`src/hdl/port1_pkg.sv`:
```
// Purpose: Constants and carrier types for the eight-bit port with PWM pin sharing.
// Assumes: APB slave with 32-bit data; every register takes one aligned word.
// Notes on behaviour
// Eight two-way pins, each shareable with PWM.
// Direction bit: 1 output, 0 input, per pin.
// Output latch readable, writable, resets to zero. A read of the latch word returns the latch on output bits only.
// Port read returns latch on output bits.
// Port read returns pin level on input bits.
// Pin driver selects latch or PWM channel.
// Input; latch when enable 0; PWM when 1.
// Pull-up on when input and control bit 1.
// Pull-ups off in reset and hardware standby.
// Direction register reads zero, no side effect.
package port1_pkg;

    // ------------------------------------------------------------------
    // Register map (byte addresses)
    // ------------------------------------------------------------------
    localparam int ADDR_W = 12;
    localparam int DATA_W = 32;
    localparam int PORT_W = 8;
    localparam logic [ADDR_W-1:0] OFS_DIRECTION = 12'h000;
    localparam logic [ADDR_W-1:0] OFS_OUTPUT_LATCH = 12'h004;
    localparam logic [ADDR_W-1:0] OFS_PULLUP_CONTROL = 12'h008;

    // ------------------------------------------------------------------
    // Reset values and fixed read values
    // ------------------------------------------------------------------
    localparam logic [PORT_W-1:0] RST_DIRECTION = 8'h00;
    localparam logic [PORT_W-1:0] RST_OUTPUT_LATCH = 8'h00;
    localparam logic [PORT_W-1:0] RST_PULLUP_CONTROL = 8'h00;
    localparam logic [PORT_W-1:0] DIRECTION_READ = 8'h00;
    localparam logic [DATA_W-PORT_W-1:0] UPPER_ZERO = 24'h000000;

    // ------------------------------------------------------------------
    // Carrier types
    // ------------------------------------------------------------------
    typedef struct packed {
        logic sel_dir;
        logic sel_latch;
        logic sel_pull;
        logic hit;
    } reg_sel_t;

    typedef struct packed {
        logic [PORT_W-1:0] dir;
        logic [PORT_W-1:0] latch;
        logic [PORT_W-1:0] pullctl;
        logic [PORT_W-1:0] rdata;
        logic err;
    } port_state_t;

    typedef struct packed {
        logic [PORT_W-1:0] pin_out;
        logic [PORT_W-1:0] pin_oe;
        logic [PORT_W-1:0] pull_on;
        logic [PORT_W-1:0] rd_view;
    } pin_bus_t;

endpackage

```
`src/hdl/port1_reg_decode.sv`:
```
// Purpose: Address decoder for the port register words.
// Assumes: Address bits below the word boundary are ignored.
// Notes: Pure combinational; the caller registers whatever it needs.
module port1_reg_decode
    import port1_pkg::*;
(
    input wire logic [port1_pkg::ADDR_W-1:0] paddr, // Bus address
    output port1_pkg::reg_sel_t sel // One-hot register select
);
    import port1_pkg::*;

    // ------------------------------------------------------------------
    // Word match, ignoring byte offset
    // ------------------------------------------------------------------
    function automatic logic word_is(input logic [ADDR_W-1:0] a, input logic [ADDR_W-1:0] ofs);
        word_is = (a[ADDR_W-1:2] == ofs[ADDR_W-1:2]);
    endfunction

    // If/else-if decode keeps one select active at most
    always_comb
    begin
        sel = '0;
        if (word_is(paddr, OFS_DIRECTION))
        begin
            sel.sel_dir = 1'b1;
        end
        else if (word_is(paddr, OFS_OUTPUT_LATCH))
        begin
            sel.sel_latch = 1'b1;
        end
        else if (word_is(paddr, OFS_PULLUP_CONTROL))
        begin
            sel.sel_pull = 1'b1;
        end
        sel.hit = sel.sel_dir | sel.sel_latch | sel.sel_pull;
    end

endmodule // port1_reg_decode

```
`src/hdl/port1_pin_cell.sv`:
```
// Purpose: One pin of the port: driver select, pull-up gate, read view.
// Assumes: PWM enable and level come straight from the PWM unit.
// Notes: Combinational; the state lives in the top module.
module port1_pin_cell (
    input wire logic dir, // 1 output, 0 input
    input wire logic latch, // Stored output value
    input wire logic pullctl, // Pull-up control bit
    input wire logic pull_allow, // Low in reset and hardware standby
    input wire logic pwm_oe, // PWM channel output enable
    input wire logic pwm_lvl, // PWM channel level
    input wire logic pin_in, // Level seen on the pin
    output logic pin_out, // Level driven on the pin
    output logic pin_oe, // High while driving the pin
    output logic pull_on, // Pull-up device on
    output logic rd_view // Bit returned on a port read
);

    // Driver select: input, latch, or PWM channel
    always_comb
    begin
        pin_oe = dir;
        pin_out = pwm_oe ? pwm_lvl : latch;
        // Pull-up only on an input with control set, never in reset or standby
        pull_on = ~dir & pullctl & pull_allow;
        // Output bits read back the latch so a loaded pin cannot corrupt them
        rd_view = dir ? latch : pin_in;
    end

endmodule // port1_pin_cell

```
`src/hdl/port1_gpio.sv`:
```
// Purpose: Eight-bit general-purpose port with PWM pin sharing, APB slave.
// Assumes: Pin inputs synchronous to MCLK; zero-wait APB access phase.
// Notes: Read data is captured in the setup cycle and held through access.
//
// Decided for this implementation: the placing of the registers and the APB register port.
module port1_gpio
    import port1_pkg::*;
(
    input wire logic MCLK, // System clock, 250 MHz
    input wire logic RST_N, // Asynchronous reset, active low
    input wire logic HW_STANDBY, // Hardware standby, active high
    input wire logic PSEL, // APB select
    input wire logic PENABLE, // APB access phase
    input wire logic PWRITE, // APB write when high
    input wire logic [port1_pkg::ADDR_W-1:0] PADDR, // APB byte address
    input wire logic [port1_pkg::DATA_W-1:0] PWDATA, // APB write data
    output logic [port1_pkg::DATA_W-1:0] PRDATA, // APB read data
    output logic PREADY, // APB ready
    output logic PSLVERR, // APB error on unmapped word
    input wire logic [port1_pkg::PORT_W-1:0] PWM_OE, // PWM channel output enables
    input wire logic [port1_pkg::PORT_W-1:0] PWM_OUT, // PWM channel levels
    input wire logic [port1_pkg::PORT_W-1:0] PIN_IN, // Pin levels
    output logic [port1_pkg::PORT_W-1:0] PIN_OUT, // Pin drive levels
    output logic [port1_pkg::PORT_W-1:0] PIN_OE, // Pin output enables
    output logic [port1_pkg::PORT_W-1:0] PULLUP_EN // Pull-up enables
);
    import port1_pkg::*;

    // ------------------------------------------------------------------
    // Declarations
    // ------------------------------------------------------------------
    port_state_t st_ff;
    port_state_t nxt_st;
    reg_sel_t sel;
    pin_bus_t pins;
    logic setup_ph;
    logic wr_take;
    logic pull_allow;

    // ------------------------------------------------------------------
    // Bus phases
    // ------------------------------------------------------------------
    // Setup captures read data; access commits writes with PREADY high
    assign setup_ph = PSEL & ~PENABLE;
    assign wr_take = PSEL & PENABLE & PWRITE & PREADY;
    assign PREADY = 1'b1;

    port1_reg_decode u_decode (
        .paddr(PADDR),
        .sel(sel)
    );

    // ------------------------------------------------------------------
    // Pin cells
    // ------------------------------------------------------------------
    // Reset is gated in directly so the pull-ups drop without waiting for MCLK
    assign pull_allow = RST_N & ~HW_STANDBY;

    genvar gi;
    generate
        for (gi = 0; gi < PORT_W; gi++)
        begin : g_pin
            port1_pin_cell u_cell (
                .dir(st_ff.dir[gi]),
                .latch(st_ff.latch[gi]),
                .pullctl(st_ff.pullctl[gi]),
                .pull_allow(pull_allow),
                .pwm_oe(PWM_OE[gi]),
                .pwm_lvl(PWM_OUT[gi]),
                .pin_in(PIN_IN[gi]),
                .pin_out(pins.pin_out[gi]),
                .pin_oe(pins.pin_oe[gi]),
                .pull_on(pins.pull_on[gi]),
                .rd_view(pins.rd_view[gi])
            );
        end
    endgenerate

    assign PIN_OUT = pins.pin_out;
    assign PIN_OE = pins.pin_oe;
    assign PULLUP_EN = pins.pull_on;

    // ------------------------------------------------------------------
    // Next state
    // ------------------------------------------------------------------
    // Register writes at the access edge, read data sampled at setup
    always_comb
    begin
        nxt_st = st_ff;
        if (wr_take)
        begin
            if (sel.sel_dir)
            begin
                nxt_st.dir = PWDATA[PORT_W-1:0];
            end
            else if (sel.sel_latch)
            begin
                nxt_st.latch = PWDATA[PORT_W-1:0];
            end
            else if (sel.sel_pull)
            begin
                nxt_st.pullctl = PWDATA[PORT_W-1:0];
            end
        end
        if (setup_ph)
        begin
            nxt_st.err = ~sel.hit;
            nxt_st.rdata = '0;
            if (!PWRITE)
            begin
                if (sel.sel_dir)
                begin
                    // Write-only word: a read is harmless and returns zero
                    nxt_st.rdata = DIRECTION_READ;
                end
                else if (sel.sel_latch)
                begin
                    nxt_st.rdata = pins.rd_view;
                end
                else if (sel.sel_pull)
                begin
                    nxt_st.rdata = st_ff.pullctl;
                end
            end
        end
    end

    // ------------------------------------------------------------------
    // State register
    // ------------------------------------------------------------------
    always_ff @(posedge MCLK or negedge RST_N)
    begin
        if (!RST_N)
        begin
            st_ff.dir <= RST_DIRECTION;
            st_ff.latch <= RST_OUTPUT_LATCH;
            st_ff.pullctl <= RST_PULLUP_CONTROL;
            st_ff.rdata <= '0;
            st_ff.err <= 1'b0;
        end
        else
        begin
            st_ff <= nxt_st;
        end
    end

    // Upper bits read as zero since the port is eight bits wide
    assign PRDATA = {UPPER_ZERO, st_ff.rdata};
    assign PSLVERR = PSEL & PENABLE & st_ff.err;

    logic acc_rd;
    assign acc_rd = PSEL & PENABLE & ~PWRITE;
endmodule // port1_gpio

```
`config.mk`:
```
export PLATFORM = sky130hd
export DESIGN_NAME = port1_gpio
export DESIGN_NICKNAME = d
export VERILOG_FILES = /design/src/hdl/port1_pkg.sv /design/src/hdl/port1_reg_decode.sv /design/src/hdl/port1_pin_cell.sv /design/src/hdl/port1_gpio.sv
export SDC_FILE = /design/constraint.sdc
export NUM_CORES = 1
export LEC_CHECK = 0
export BUFFER_PORTS_ARGS = -buffer_cell sky130_fd_sc_hd__buf_2
export CELL_PAD_IN_SITES_DETAIL_PLACEMENT = 1
export CELL_PAD_IN_SITES_GLOBAL_PLACEMENT = 1
export CORE_ASPECT_RATIO = 1.75
export CORE_MARGIN = 2
export CORE_UTILIZATION = 33
export CTS_CLUSTER_DIAMETER = 60
export CTS_CLUSTER_SIZE = 10
export DETAILED_ROUTE_END_ITERATION = 6
export PLACE_DENSITY_LB_ADDON = 0.1
export RECOVER_POWER = 50
export SYNTH_ARGS = -nofsm -noshare
export SYNTH_HDL_FRONTEND = slang
export SYNTH_SLANG_ARGS = --single-unit
```
`constraint.sdc`:
```
create_clock -name MCLK -period 3.2 [get_ports MCLK]
set_clock_uncertainty 0.15 [all_clocks]
set_input_delay 0.16 -clock MCLK [delete_from_list [all_inputs] [get_ports MCLK]]
set_output_delay 0.16 -clock MCLK [all_outputs]
set_load 0.02 [all_outputs]
```
Yosys cells after proc, flatten, opt, wreduce, memory -nomap -nowiden
Index checks and enable logic that the tools add are counted.

Eq/ne operators: 2. Reductions and logical operators: 4. Bitwise operators: 36. Mux-type cells: 25.

Operators by type and width (count): $mux 8 (4); $and 1x1->1 (21); $mux 1 (20); $not 1->1 (13); $eq 10x1->1 const B (1); $eq 10x2->1 const B (1); $logic_not 10->1 (1); $reduce_and 4->1 (1); $reduce_and 3->1 (1); $mux 2 (1); $or 1x1->1 (2); $reduce_and 2->1 (1).

Register bits: 33. Output and inout port bits: 58. Word-level logic and storage cells: 72.

Depth between registers and ports, before layout
Gate-level depths: netlist of run 1.

Depth in word-level cells: 8. Mapped depth: 5.

Hierarchy
From an unflattened synthesis of run 1, not the netlist that was laid out.

Cells, all modules: 197. Area, all modules: 2303.5 µm².

By module, submodules not included: port1_gpio (area each 1861.8 µm², instances 1, cells an instance 158); port1_pin_cell (area each 47.5 µm², instances 8, cells an instance 4); port1_reg_decode (area each 61.3 µm², instances 1, cells an instance 7).

Worst setup path before layout of run 1
No wires, ideal clock.

Kind: input-to-reg. Start: input port PADDR[5] in the netlist's numbering. End: register st_ff (netlist bit PRDATA[0]). Setup time: 0.076 ns. Path slack: 1.537 ns. Stages: 4. Data arrival time: 1.437 ns. Data required time: 2.974 ns. Path through: or4_4 -> or4_1 -> buf_2 -> o21ai_1.

Cells in the longest elaborated chain, start to end: 8.

RTL lines: from (decl) (RTL line port1_gpio.sv:15) `input wire logic [port1_pkg::ADDR_W-1:0] PADDR,`; $eq 10x2->1 (RTL line port1_reg_decode.sv:16) `word_is = (a[ADDR_W-1:2] == ofs[ADDR_W-1:2]);`; $mux 1 (RTL line port1_reg_decode.sv:31) `else if (word_is(paddr, OFS_PULLUP_CONTROL))`; $mux 1 (RTL line port1_reg_decode.sv:27) `else if (word_is(paddr, OFS_OUTPUT_LATCH))`; $mux 2 (RTL line port1_reg_decode.sv:23) `if (word_is(paddr, OFS_DIRECTION))`; $mux 8 (RTL line port1_gpio.sv:120) `else if (sel.sel_pull)`; $mux 8 (RTL line port1_gpio.sv:116) `else if (sel.sel_latch)`; $mux 8 * (RTL line port1_gpio.sv:111) `if (sel.sel_dir)`; $mux 8 * (RTL line port1_gpio.sv:109) `if (!PWRITE)`; to (signal assigned) (RTL line port1_gpio.sv:143) `st_ff <= nxt_st;`; to (decl) (RTL line port1_gpio.sv:32) `port_state_t st_ff;`.

Mark *: on every way between the ends. The rest lies on a longest branch, timed or not. A chain may end at the register's enable or synchronous reset.

Worst setup path in the final report of run 1
Start: input port RST_N. End: output port PULLUP_EN[0] in the netlist's numbering.

Cells in the longest elaborated chain, start to end: 2.

RTL lines: from (decl) (RTL line port1_gpio.sv:10) `input wire logic RST_N,`; $and 1x1->1 (RTL line port1_gpio.sv:57) `assign pull_allow = RST_N & ~HW_STANDBY;`; $and 1x1->1 (RTL line port1_pin_cell.sv:24) `pull_on = ~dir & pullctl & pull_allow;`; to (decl) (RTL line port1_gpio.sv:25) `output logic [port1_pkg::PORT_W-1:0] PULLUP_EN`.

No other way between the ends.

==> reports/metrics.cfg, run 1 <==
[yosys]
postSynthAreaPerCell_sq_um=10.9
seq_area_frac_synth_pct=40.0
ys_seq_elements=33
muxShareOfSynthArea_pct=21.8
yosysUniqueCellTypes=22
synth_area_sq_um=2060
synth_xor_area_share_pct=0
synth-adder-area-share_pct=0
synth_compound_area_share_pct=5.45
yosys.area_share.simple_pct=9.58
synth_top_family_by_area=buffers and inverters
synth.yosys.warnings=0
syn-instance-count=189

[global_route]
grt_pass1_wl_mm=7.44
track_usage_pct=14.3
antenna_found_initial=0
grt_pass1_vias=1427
grt_overflow=0
grt_max_degree=34

[critical_path]
r2r-end=PRDATA[5]$_DFFE_PN0P_
setup.reg_to_reg.worst_slack_ps=1920
arrival_ps=1640
cp-end-kind=output port
start_kind=primary input
reg2reg_depth=3
crit_type=primary input to output port
worstPathMaxFanout=8
r2r-start=st_ff[30]$_DFFE_PN0P_
cp.required_ps=2890

[cells_and_area]
mostFrequentLayoutCell=buf_2
diodes=0
fin_util_pct=38.4
final_cell_mix=buf_2 (64), mux2_2 (40), dfrtp_1 (33)
nets=321
drive_gt1_share_pct=46.0
fin_area_sq_um=2350
area_growth_syn_to_layout_pct=13.9

[hold_path]
worstHoldStart=PADDR[3]
hp-class=primary input to flop
min_to=st_ff[0]$_DFFE_PN0P_
min_path_cells=3

[timing]
setup_tns_ps=0
worstMarginPinSlew_ps=643
period_share_pct=60.8
setup_viol=0
max_freq_ghz=0.514
slew_violations=0
hold_viol_final=0
rsz0062_at_grt=false
finalCriticalPeriod_ps=1950
relSlewSlack_pct=57.0

[run_status]
outcome=complete, no violations

[floorplan]
die_area_sq_um=6930
fp.dieH_um=109
start_util_pct=33.7
io_pins=132
fp.dieW_um=63.8
rows=38
coreArea_sq_um=6130

[clocking]
clock_sink_count=33
cts_tree=yes
cts_resized=0
clock_latency_ps=280
ctsLongestPathBuffers=2
cts.clk_slew.worst_paths_ps=70
cts_buffers=5
cts_setup_buffers=0
ctsHtreeMaxLevel=2
clock-root-buffer=clkbuf_8

[routing]
viasPerCell=4.45
vias=1459
drc_errors=0
initialDrtViolationCount=31
wl_per_cell_um=14.8
first_pass_iters=4
wl_mm=4.87
ant_nets=0

[power_and_ir_drop]
power_uw=855
peakVddDrop_v=0.000217
cellPowerDensity_nw_per_um2=363
static-leakage-power_uw=0.00120

[place]
port_buffers=80
gp_congestion=0.686
place_area_sq_um=2200
post-dp-hpwl_mm=3.64

[flow_run]
maxCapViolCount=0

## area by class of cell
cell class / instances / area (sq um)
Tap cell: 80 / 100
Sequential cell: 33 / 826
Timing Repair Buffer: 92 / 493
Clock buffer: 6 / 72.6
Multi-Input combinational cell: 115 / 851
Clock inverter: 2 / 10.0
Fill cell: 733 / 3780
## per-layer routing
| metal | up-vias | GRT usage, % | part of all wire (%) |
|---|---|---|---|
| met5 | - | 0 | 0 |
| met4 | 0 | 5.59 | 1.6 |
| met2 | 62 | 25.4 | 53 |
| met1 | 702 | 16.4 | 39 |
| met3 | 6 | 3.30 | 6.9 |
| li1 | 689 | - | - |
## Yosys cell counts
cell	count	area share (%)
nor2_1	1	0.18
conb_1	2	0.36
a211oi_1	1	0.36
o21ai_1	8	1.9
nand2b_1	2	0.61
mux2_2	40	22
nor3b_1	8	2.9
nor2b_1	2	0.61
nand2_1	9	1.6
nand4_1	1	0.30
dfrtp_1	33	40
or4_1	2	0.73
or4_4	1	0.55
buf_6	1	0.55
o21ai_0	1	0.24
clkbuf_1	1	0.18
and4_1	2	0.85
buf_4	58	21
a22oi_1	8	2.9
buf_2	4	0.97
nor4_1	2	0.61
and3_1	2	0.61
## per-stage QoR
stage               hold WS, ps  cells  worst slack (ps)
finish                     76.1    328              1250
global route               99.4    328              1110
CTS                        77.4    328              1270
detailed placement          136    311              1060
global placement            146    311              1000
floorplan                  -286    212              1540
## worst max path at each step
stage,endpoint,depth (start not counted),from,slack [ps]
after detailed placement,st_ff[21]$_DFFE_PN0P_,4,PADDR[7],1060
after global routing,PULLUP_EN[2],5,RST_N,1110
after CTS,PULLUP_EN[7],5,RST_N,1270
after floorplan,PRDATA[0]$_DFFE_PN0P_,4,PADDR[5],1540
after global placement,st_ff[22]$_DFFE_PN0P_,4,PADDR[5],1000
final,PULLUP_EN[0],5,RST_N,1250
## power breakdown
part	total [uW]	internal, uW	switching (uW)
clock network	308	151	157
registers	421	420	1.66
logic	125	49.4	76.0
## critical path, stage by stage
cell	delay, ps
dlygate4sd3_1	530
clkbuf_1	180
nand2b_1	280
nor3b_1	290
buf_2	200
## kinds of logic (layout without fill, tap and decap cells)
logic type / Yosys count / after routing
AOI/OAI and AO/OA: 18 / 18
muxes: 40 / 40
buffers and inverters: 64 / 100
other: 2 / 25
DFF: 33 / 33
and+or+nand+nor: 32 / 32
## state kept, by name, indices dropped and copies added (netlist names)
| signal | flops |
|---|---|
| PRDATA | 8 |
| st_ff | 25 |
## what timing repair did
item	in CTS	in global routing
hold endpoints to repair	56	0
hold buffers	9	0
setup endpoints to repair	0	0
(Power assumes the default switching activity.)
==> run 2, diff against run 1 <==
--- a/config.mk
+++ b/config.mk
@@ -10,7 +10,7 @@
 export CELL_PAD_IN_SITES_GLOBAL_PLACEMENT = 1
 export CORE_ASPECT_RATIO = 1.75
 export CORE_MARGIN = 2
-export CORE_UTILIZATION = 33
+export CORE_UTILIZATION = 31
 export CTS_CLUSTER_DIAMETER = 60
 export CTS_CLUSTER_SIZE = 10
 export DETAILED_ROUTE_END_ITERATION = 6
==> constraint.sdc (replaced) <==
create_clock -name MCLK -period 1.9 [get_ports MCLK]
set_clock_uncertainty 0.15 [all_clocks]
set_input_delay 0.095 -clock MCLK [delete_from_list [all_inputs] [get_ports MCLK]]
set_output_delay 0.095 -clock MCLK [all_outputs]
set_load 0.02 [all_outputs]
==> reports/metrics.cfg, run 2 (synthesized netlist as in run 1, its figures left out) <==
[clocking]
clock-root-buffer=clkbuf_16
ctsLongestPathBuffers=2
cts_buffers=5
ctsHtreeMaxLevel=2
clock_sink_count=33
clock_latency_ps=280
cts_resized=0
cts.clk_slew.worst_paths_ps=50
cts_tree=yes

[floorplan]
fp.dieW_um=65.7
coreArea_sq_um=6490
start_util_pct=31.8
fp.dieH_um=112
rows=39
io_pins=132
die_area_sq_um=7350

[cells_and_area]
area_growth_syn_to_layout_pct=21.4
diodes=0
regArea_sq_um=826
nets=328
largest_register_ffs=25
drive_gt1_share_pct=48.2
multiInputGateArea_sq_um=851
final_cell_mix=buf_2 (65), mux2_2 (40), dfrtp_1 (33)
nFillCells=784
largest_register=st_ff
mostFrequentLayoutCell=buf_2

[timing]
finalCriticalPeriod_ps=1750
hold-worst-slack_ps=10.8
slew_violations=0
hold_viol_final=0
setup_tns_ps=0
worstMarginPinSlew_ps=867
max_freq_ghz=0.572
rsz0062_at_grt=false
period_share_pct=91.9
relSlewSlack_pct=42.2
setup_viol=0

[critical_path]
crit_type=primary input to output port
cp-end-kind=output port
r2r-end=PRDATA[4]$_DFFE_PN0P_
path_cells=dlygate4sd3_1, buf_2, nand2b_1, nor3b_1, buf_2
worstPathMaxFanout=8
crit_start=RST_N
arrival_ps=1500
r2r-start=st_ff[29]$_DFFE_PN0P_
setup.reg_to_reg.worst_slack_ps=660
cp.required_ps=1650
slowest_stage=dlygate4sd3_1
cpPeakStageDelay_ps=530
crit_path_frequent_cell=buf_2
reg2reg_depth=3
start_kind=primary input
worstSetupEndpoint=PULLUP_EN[4]

[hold_path]
hp-class=primary input to flop

[power_and_ir_drop]
static-leakage-power_uw=0.00127
pwr-share-clk_pct=47.9
peakVddDrop_v=0.000313
p_seq_share_pct=40.1
pwr-share-comb_pct=12.0
netSwitchingPower_uw=426
sw_frac_of_total_pct=24.0
p_int_uw=1350
cellPowerDensity_nw_per_um2=708

[place]
gp_congestion=0.720
port_buffers=80
post-dp-hpwl_mm=3.82

[routing]
initialDrtViolationCount=33
wl_mm=5.02
ant_nets=0
viasPerCell=4.45
wl_per_cell_um=14.9
first_pass_iters=3
drc_errors=0
vias=1499

[flow_run]
maxCapViolCount=0

[global_route]
track_usage_pct=14.3
grt_pass1_wl_mm=7.73
antenna_found_initial=0
grt_max_degree=34
grt_overflow=0
grt_pass1_vias=1559

[run_status]
outcome=complete, no violations

[run 2: routing by layer]
layer | part of all wire [%] | global-route usage (%) | vias up | wire (um)
met5 | 0 | 0 | - | 0
li1 | - | - | 707 | -
met4 | 1.9 | 6.25 | 0 | 97
met1 | 38 | 15.8 | 728 | 1920
met3 | 6.2 | 2.93 | 6 | 311
met2 | 54 | 25.7 | 58 | 2690
[run 2: worst min-delay path by stage]
stage                     startpoint               endpoint  cells after the start
after floorplan                RST_N  PRDATA[0]$_DFFE_PN0P_                      0
after global placement         RST_N  st_ff[17]$_DFFE_PN0P_                      2
after detailed placement       RST_N  st_ff[17]$_DFFE_PN0P_                      2
after CTS                   PADDR[3]   st_ff[0]$_DFFE_PN0P_                      3
after global routing        PADDR[3]   st_ff[0]$_DFFE_PN0P_                      3
final                       PADDR[3]   st_ff[0]$_DFFE_PN0P_                      3
[run 2: layout make-up]
| cell class | instances | share of cell area, % |
|---|---|---|
| Sequential cell | 33 | 33.0 |
| Tap cell | 82 | 4.09 |
| Clock buffer | 7 | 6.09 |
| Multi-Input combinational cell | 115 | 33.9 |
| Clock inverter | 1 | 0.200 |
| Timing Repair Buffer | 99 | 22.7 |
[run 2: what timing repair did]
| item | in CTS | in global routing |
|---|---|---|
| hold buffers | 9 | 0 |
| endpoints found under the hold margin | 57 | 0 |
| setup buffers | 0 | 0 |
[run 2: metrics by stage]
step / instance area [sq um] / worst slack (ps) / std cells / util, % / power [uW]
2_1_floorplan: 2150 / 302 / 212 / - / 882
3_3_place_gp: 2280 / 96.8 / 320 / 35.2 / 925
3_5_place_dp: 2280 / 7.64 / 320 / 35.2 / 927
4_1_cts: 2530 / 85.7 / 337 / 39.0 / 1800
5_1_grt: 2510 / 31.0 / 337 / 38.6 / 1840
6_report: 2510 / 153 / 337 / 38.6 / 1770
[run 2: power by group through the flow]
stage / Sequential, uW / Combinational, uW / Clock [uW]
6_report: 711 / 213 / 849
4_1_cts: 711 / 218 / 872
5_1_grt: 712 / 234 / 890
3_3_place_gp: 724 / 201 / 0
3_5_place_dp: 724 / 203 / 0
2_1_floorplan: 723 / 159 / 0
[run 2: worst max-delay path, delay by kind of cell]
kind | cells | cell delay, ps
buffers and inverters | 3 | 870
and+or+nand+nor | 2 | 540
==> run 3, diff against run 2 <==
--- a/config.mk
+++ b/config.mk
@@ -10,7 +10,8 @@
 export CELL_PAD_IN_SITES_GLOBAL_PLACEMENT = 1
 export CORE_ASPECT_RATIO = 1.75
 export CORE_MARGIN = 2
-export CORE_UTILIZATION = 31
+export CORE_UTILIZATION = 32
+export CTS_BUF_LIST = sky130_fd_sc_hd__clkbuf_8
 export CTS_CLUSTER_DIAMETER = 60
 export CTS_CLUSTER_SIZE = 10
 export DETAILED_ROUTE_END_ITERATION = 6
==> reports/metrics.cfg, run 3 (synthesized netlist as in run 1, its figures left out) <==
[critical_path]
cp-end-kind=output port
crit_path_frequent_cell=buf_2
cp.required_ps=1650
worstPathMaxFanout=8
start_kind=primary input
crit_family=buffers and inverters
cpPeakStageDelay_ps=520
worst-path-buf-inv=3
slowest_stage=dlygate4sd3_1
arrival_ps=1500
path_cells=dlygate4sd3_1, buf_2, nand2b_1, nor3b_1, buf_2
crit_type=primary input to output port

[timing]
hold-worst-slack_ps=24.3
finalCriticalPeriod_ps=1740
worstMarginPinSlew_ps=837
hold_viol_final=0
rsz0062_at_grt=false
slew_violations=0
setup_viol=0
max_freq_ghz=0.573
relSlewSlack_pct=44.2
setup_tns_ps=0
period_share_pct=91.8

[place]
port_buffers=80
post-dp-hpwl_mm=3.79
gp_congestion=0.669

[routing]
ant_nets=0
viasPerCell=4.44
vias=1488
initialDrtViolationCount=7
wl_mm=4.95
wl_per_cell_um=14.8
drc_errors=0
first_pass_iters=4

[clocking]
clock-root-buffer=clkbuf_8
clock_latency_ps=280
cts_tree=yes
cts_setup_buffers=0
ctsHtreeMaxLevel=2
clock_sink_count=33
hold_buffers=9
cts_buffers=5
cts.clk_slew.worst_paths_ps=70
cts_resized=0
ctsLongestPathBuffers=2

[power_and_ir_drop]
pwr-share-clk_pct=42.2
pwr-share-comb_pct=13.3
p_seq_share_pct=44.4
cellPowerDensity_nw_per_um2=649
p_int_uw=1210
netSwitchingPower_uw=384
peakVddDrop_v=0.000339
static-leakage-power_uw=0.00126
sw_frac_of_total_pct=24.0

[cells_and_area]
area_growth_syn_to_layout_pct=19.3
nets=328
drive_gt1_share_pct=47.8
largest_register=st_ff
final_cell_mix=buf_2 (65), mux2_2 (40), dfrtp_1 (33)
largest_register_ffs=25
diodes=0
mostFrequentLayoutCell=buf_2

[global_route]
grt_max_degree=34
antenna_found_initial=0
grt_overflow=0
track_usage_pct=14.3
grt_pass1_wl_mm=7.73
grt_pass1_vias=1520

[floorplan]
rows=38
fp.dieH_um=110
io_pins=132
coreArea_sq_um=6230
fp.dieW_um=64.7
die_area_sq_um=7140
start_util_pct=33.1

[run_status]
outcome=complete, no violations

[flow_run]
maxCapViolCount=0

[hold_path]
hp-class=primary input to flop

run 3: path summary, 6_finish.rpt:
kind | startpoint | end | slack, ps | cells after the start
max in group asynchronous | RST_N | PRDATA[7]$_DFFE_PN0P_ | 660 | 3
min in group asynchronous | RST_N | PRDATA[2]$_DFFE_PN0P_ | 410 | 3
hold / removal | PADDR[3] | st_ff[0]$_DFFE_PN0P_ | 20 | 3
setup reg to reg | st_ff[29]$_DFFE_PN0P_ | PRDATA[4]$_DFFE_PN0P_ | 650 | 3
hold reg to reg | PRDATA[7]$_DFFE_PN0P_ | PRDATA[7]$_DFFE_PN0P_ | 330 | 2
setup / recovery | RST_N | PULLUP_EN[5] | 160 | 5
run 3: layout make-up:
class | instances | area [sq um]
fillers | 745 | 3770
clock inverters | 2 | 33.8
clock buffers | 6 | 82.6
multi-input cells | 115 | 851
repair buffers | 99 | 569
flip-flops and latches | 33 | 826
well taps | 80 | 100
run 3: worst register-to-register path, delay by kind of cell, from the launching register on:
| kind | cells | cell delay [ps] |
|---|---|---|
| compound gates | 2 | 240 |
| mux | 1 | 360 |
| flops | 1 | 390 |
run 3: metal layers:
metal / global-route usage [%] / up-vias / routed length [um]
li1: - / 705 / -
met1: 16.4 / 727 / 1850
met2: 26.1 / 50 / 2770
met3: 3.25 / 6 / 262
met4: 4.56 / 0 / 63
met5: 0 / - / 0
run 3: metrics by stage:
step / utilization (%) / instance area (sq um) / worst slack, ps / power, uW / std cells
after floorplan: - / 2150 / 302 / 882 / 212
after global placement: 36.6 / 2280 / 102 / 924 / 318
after detailed placement: 36.6 / 2280 / 97.3 / 926 / 318
after CTS: 39.9 / 2490 / 119 / 1620 / 335
after global routing: 39.5 / 2460 / 82.0 / 1660 / 335
final: 39.5 / 2460 / 155 / 1600 / 335
run 3: power groups by stage:
stage | logic (uW) | registers (uW) | clock network [uW]
2_1_floorplan | 159 | 723 | 0
3_3_place_gp | 200 | 723 | 0
3_5_place_dp | 203 | 723 | 0
4_1_cts | 218 | 710 | 697
5_1_grt | 234 | 710 | 720
6_report | 213 | 710 | 675
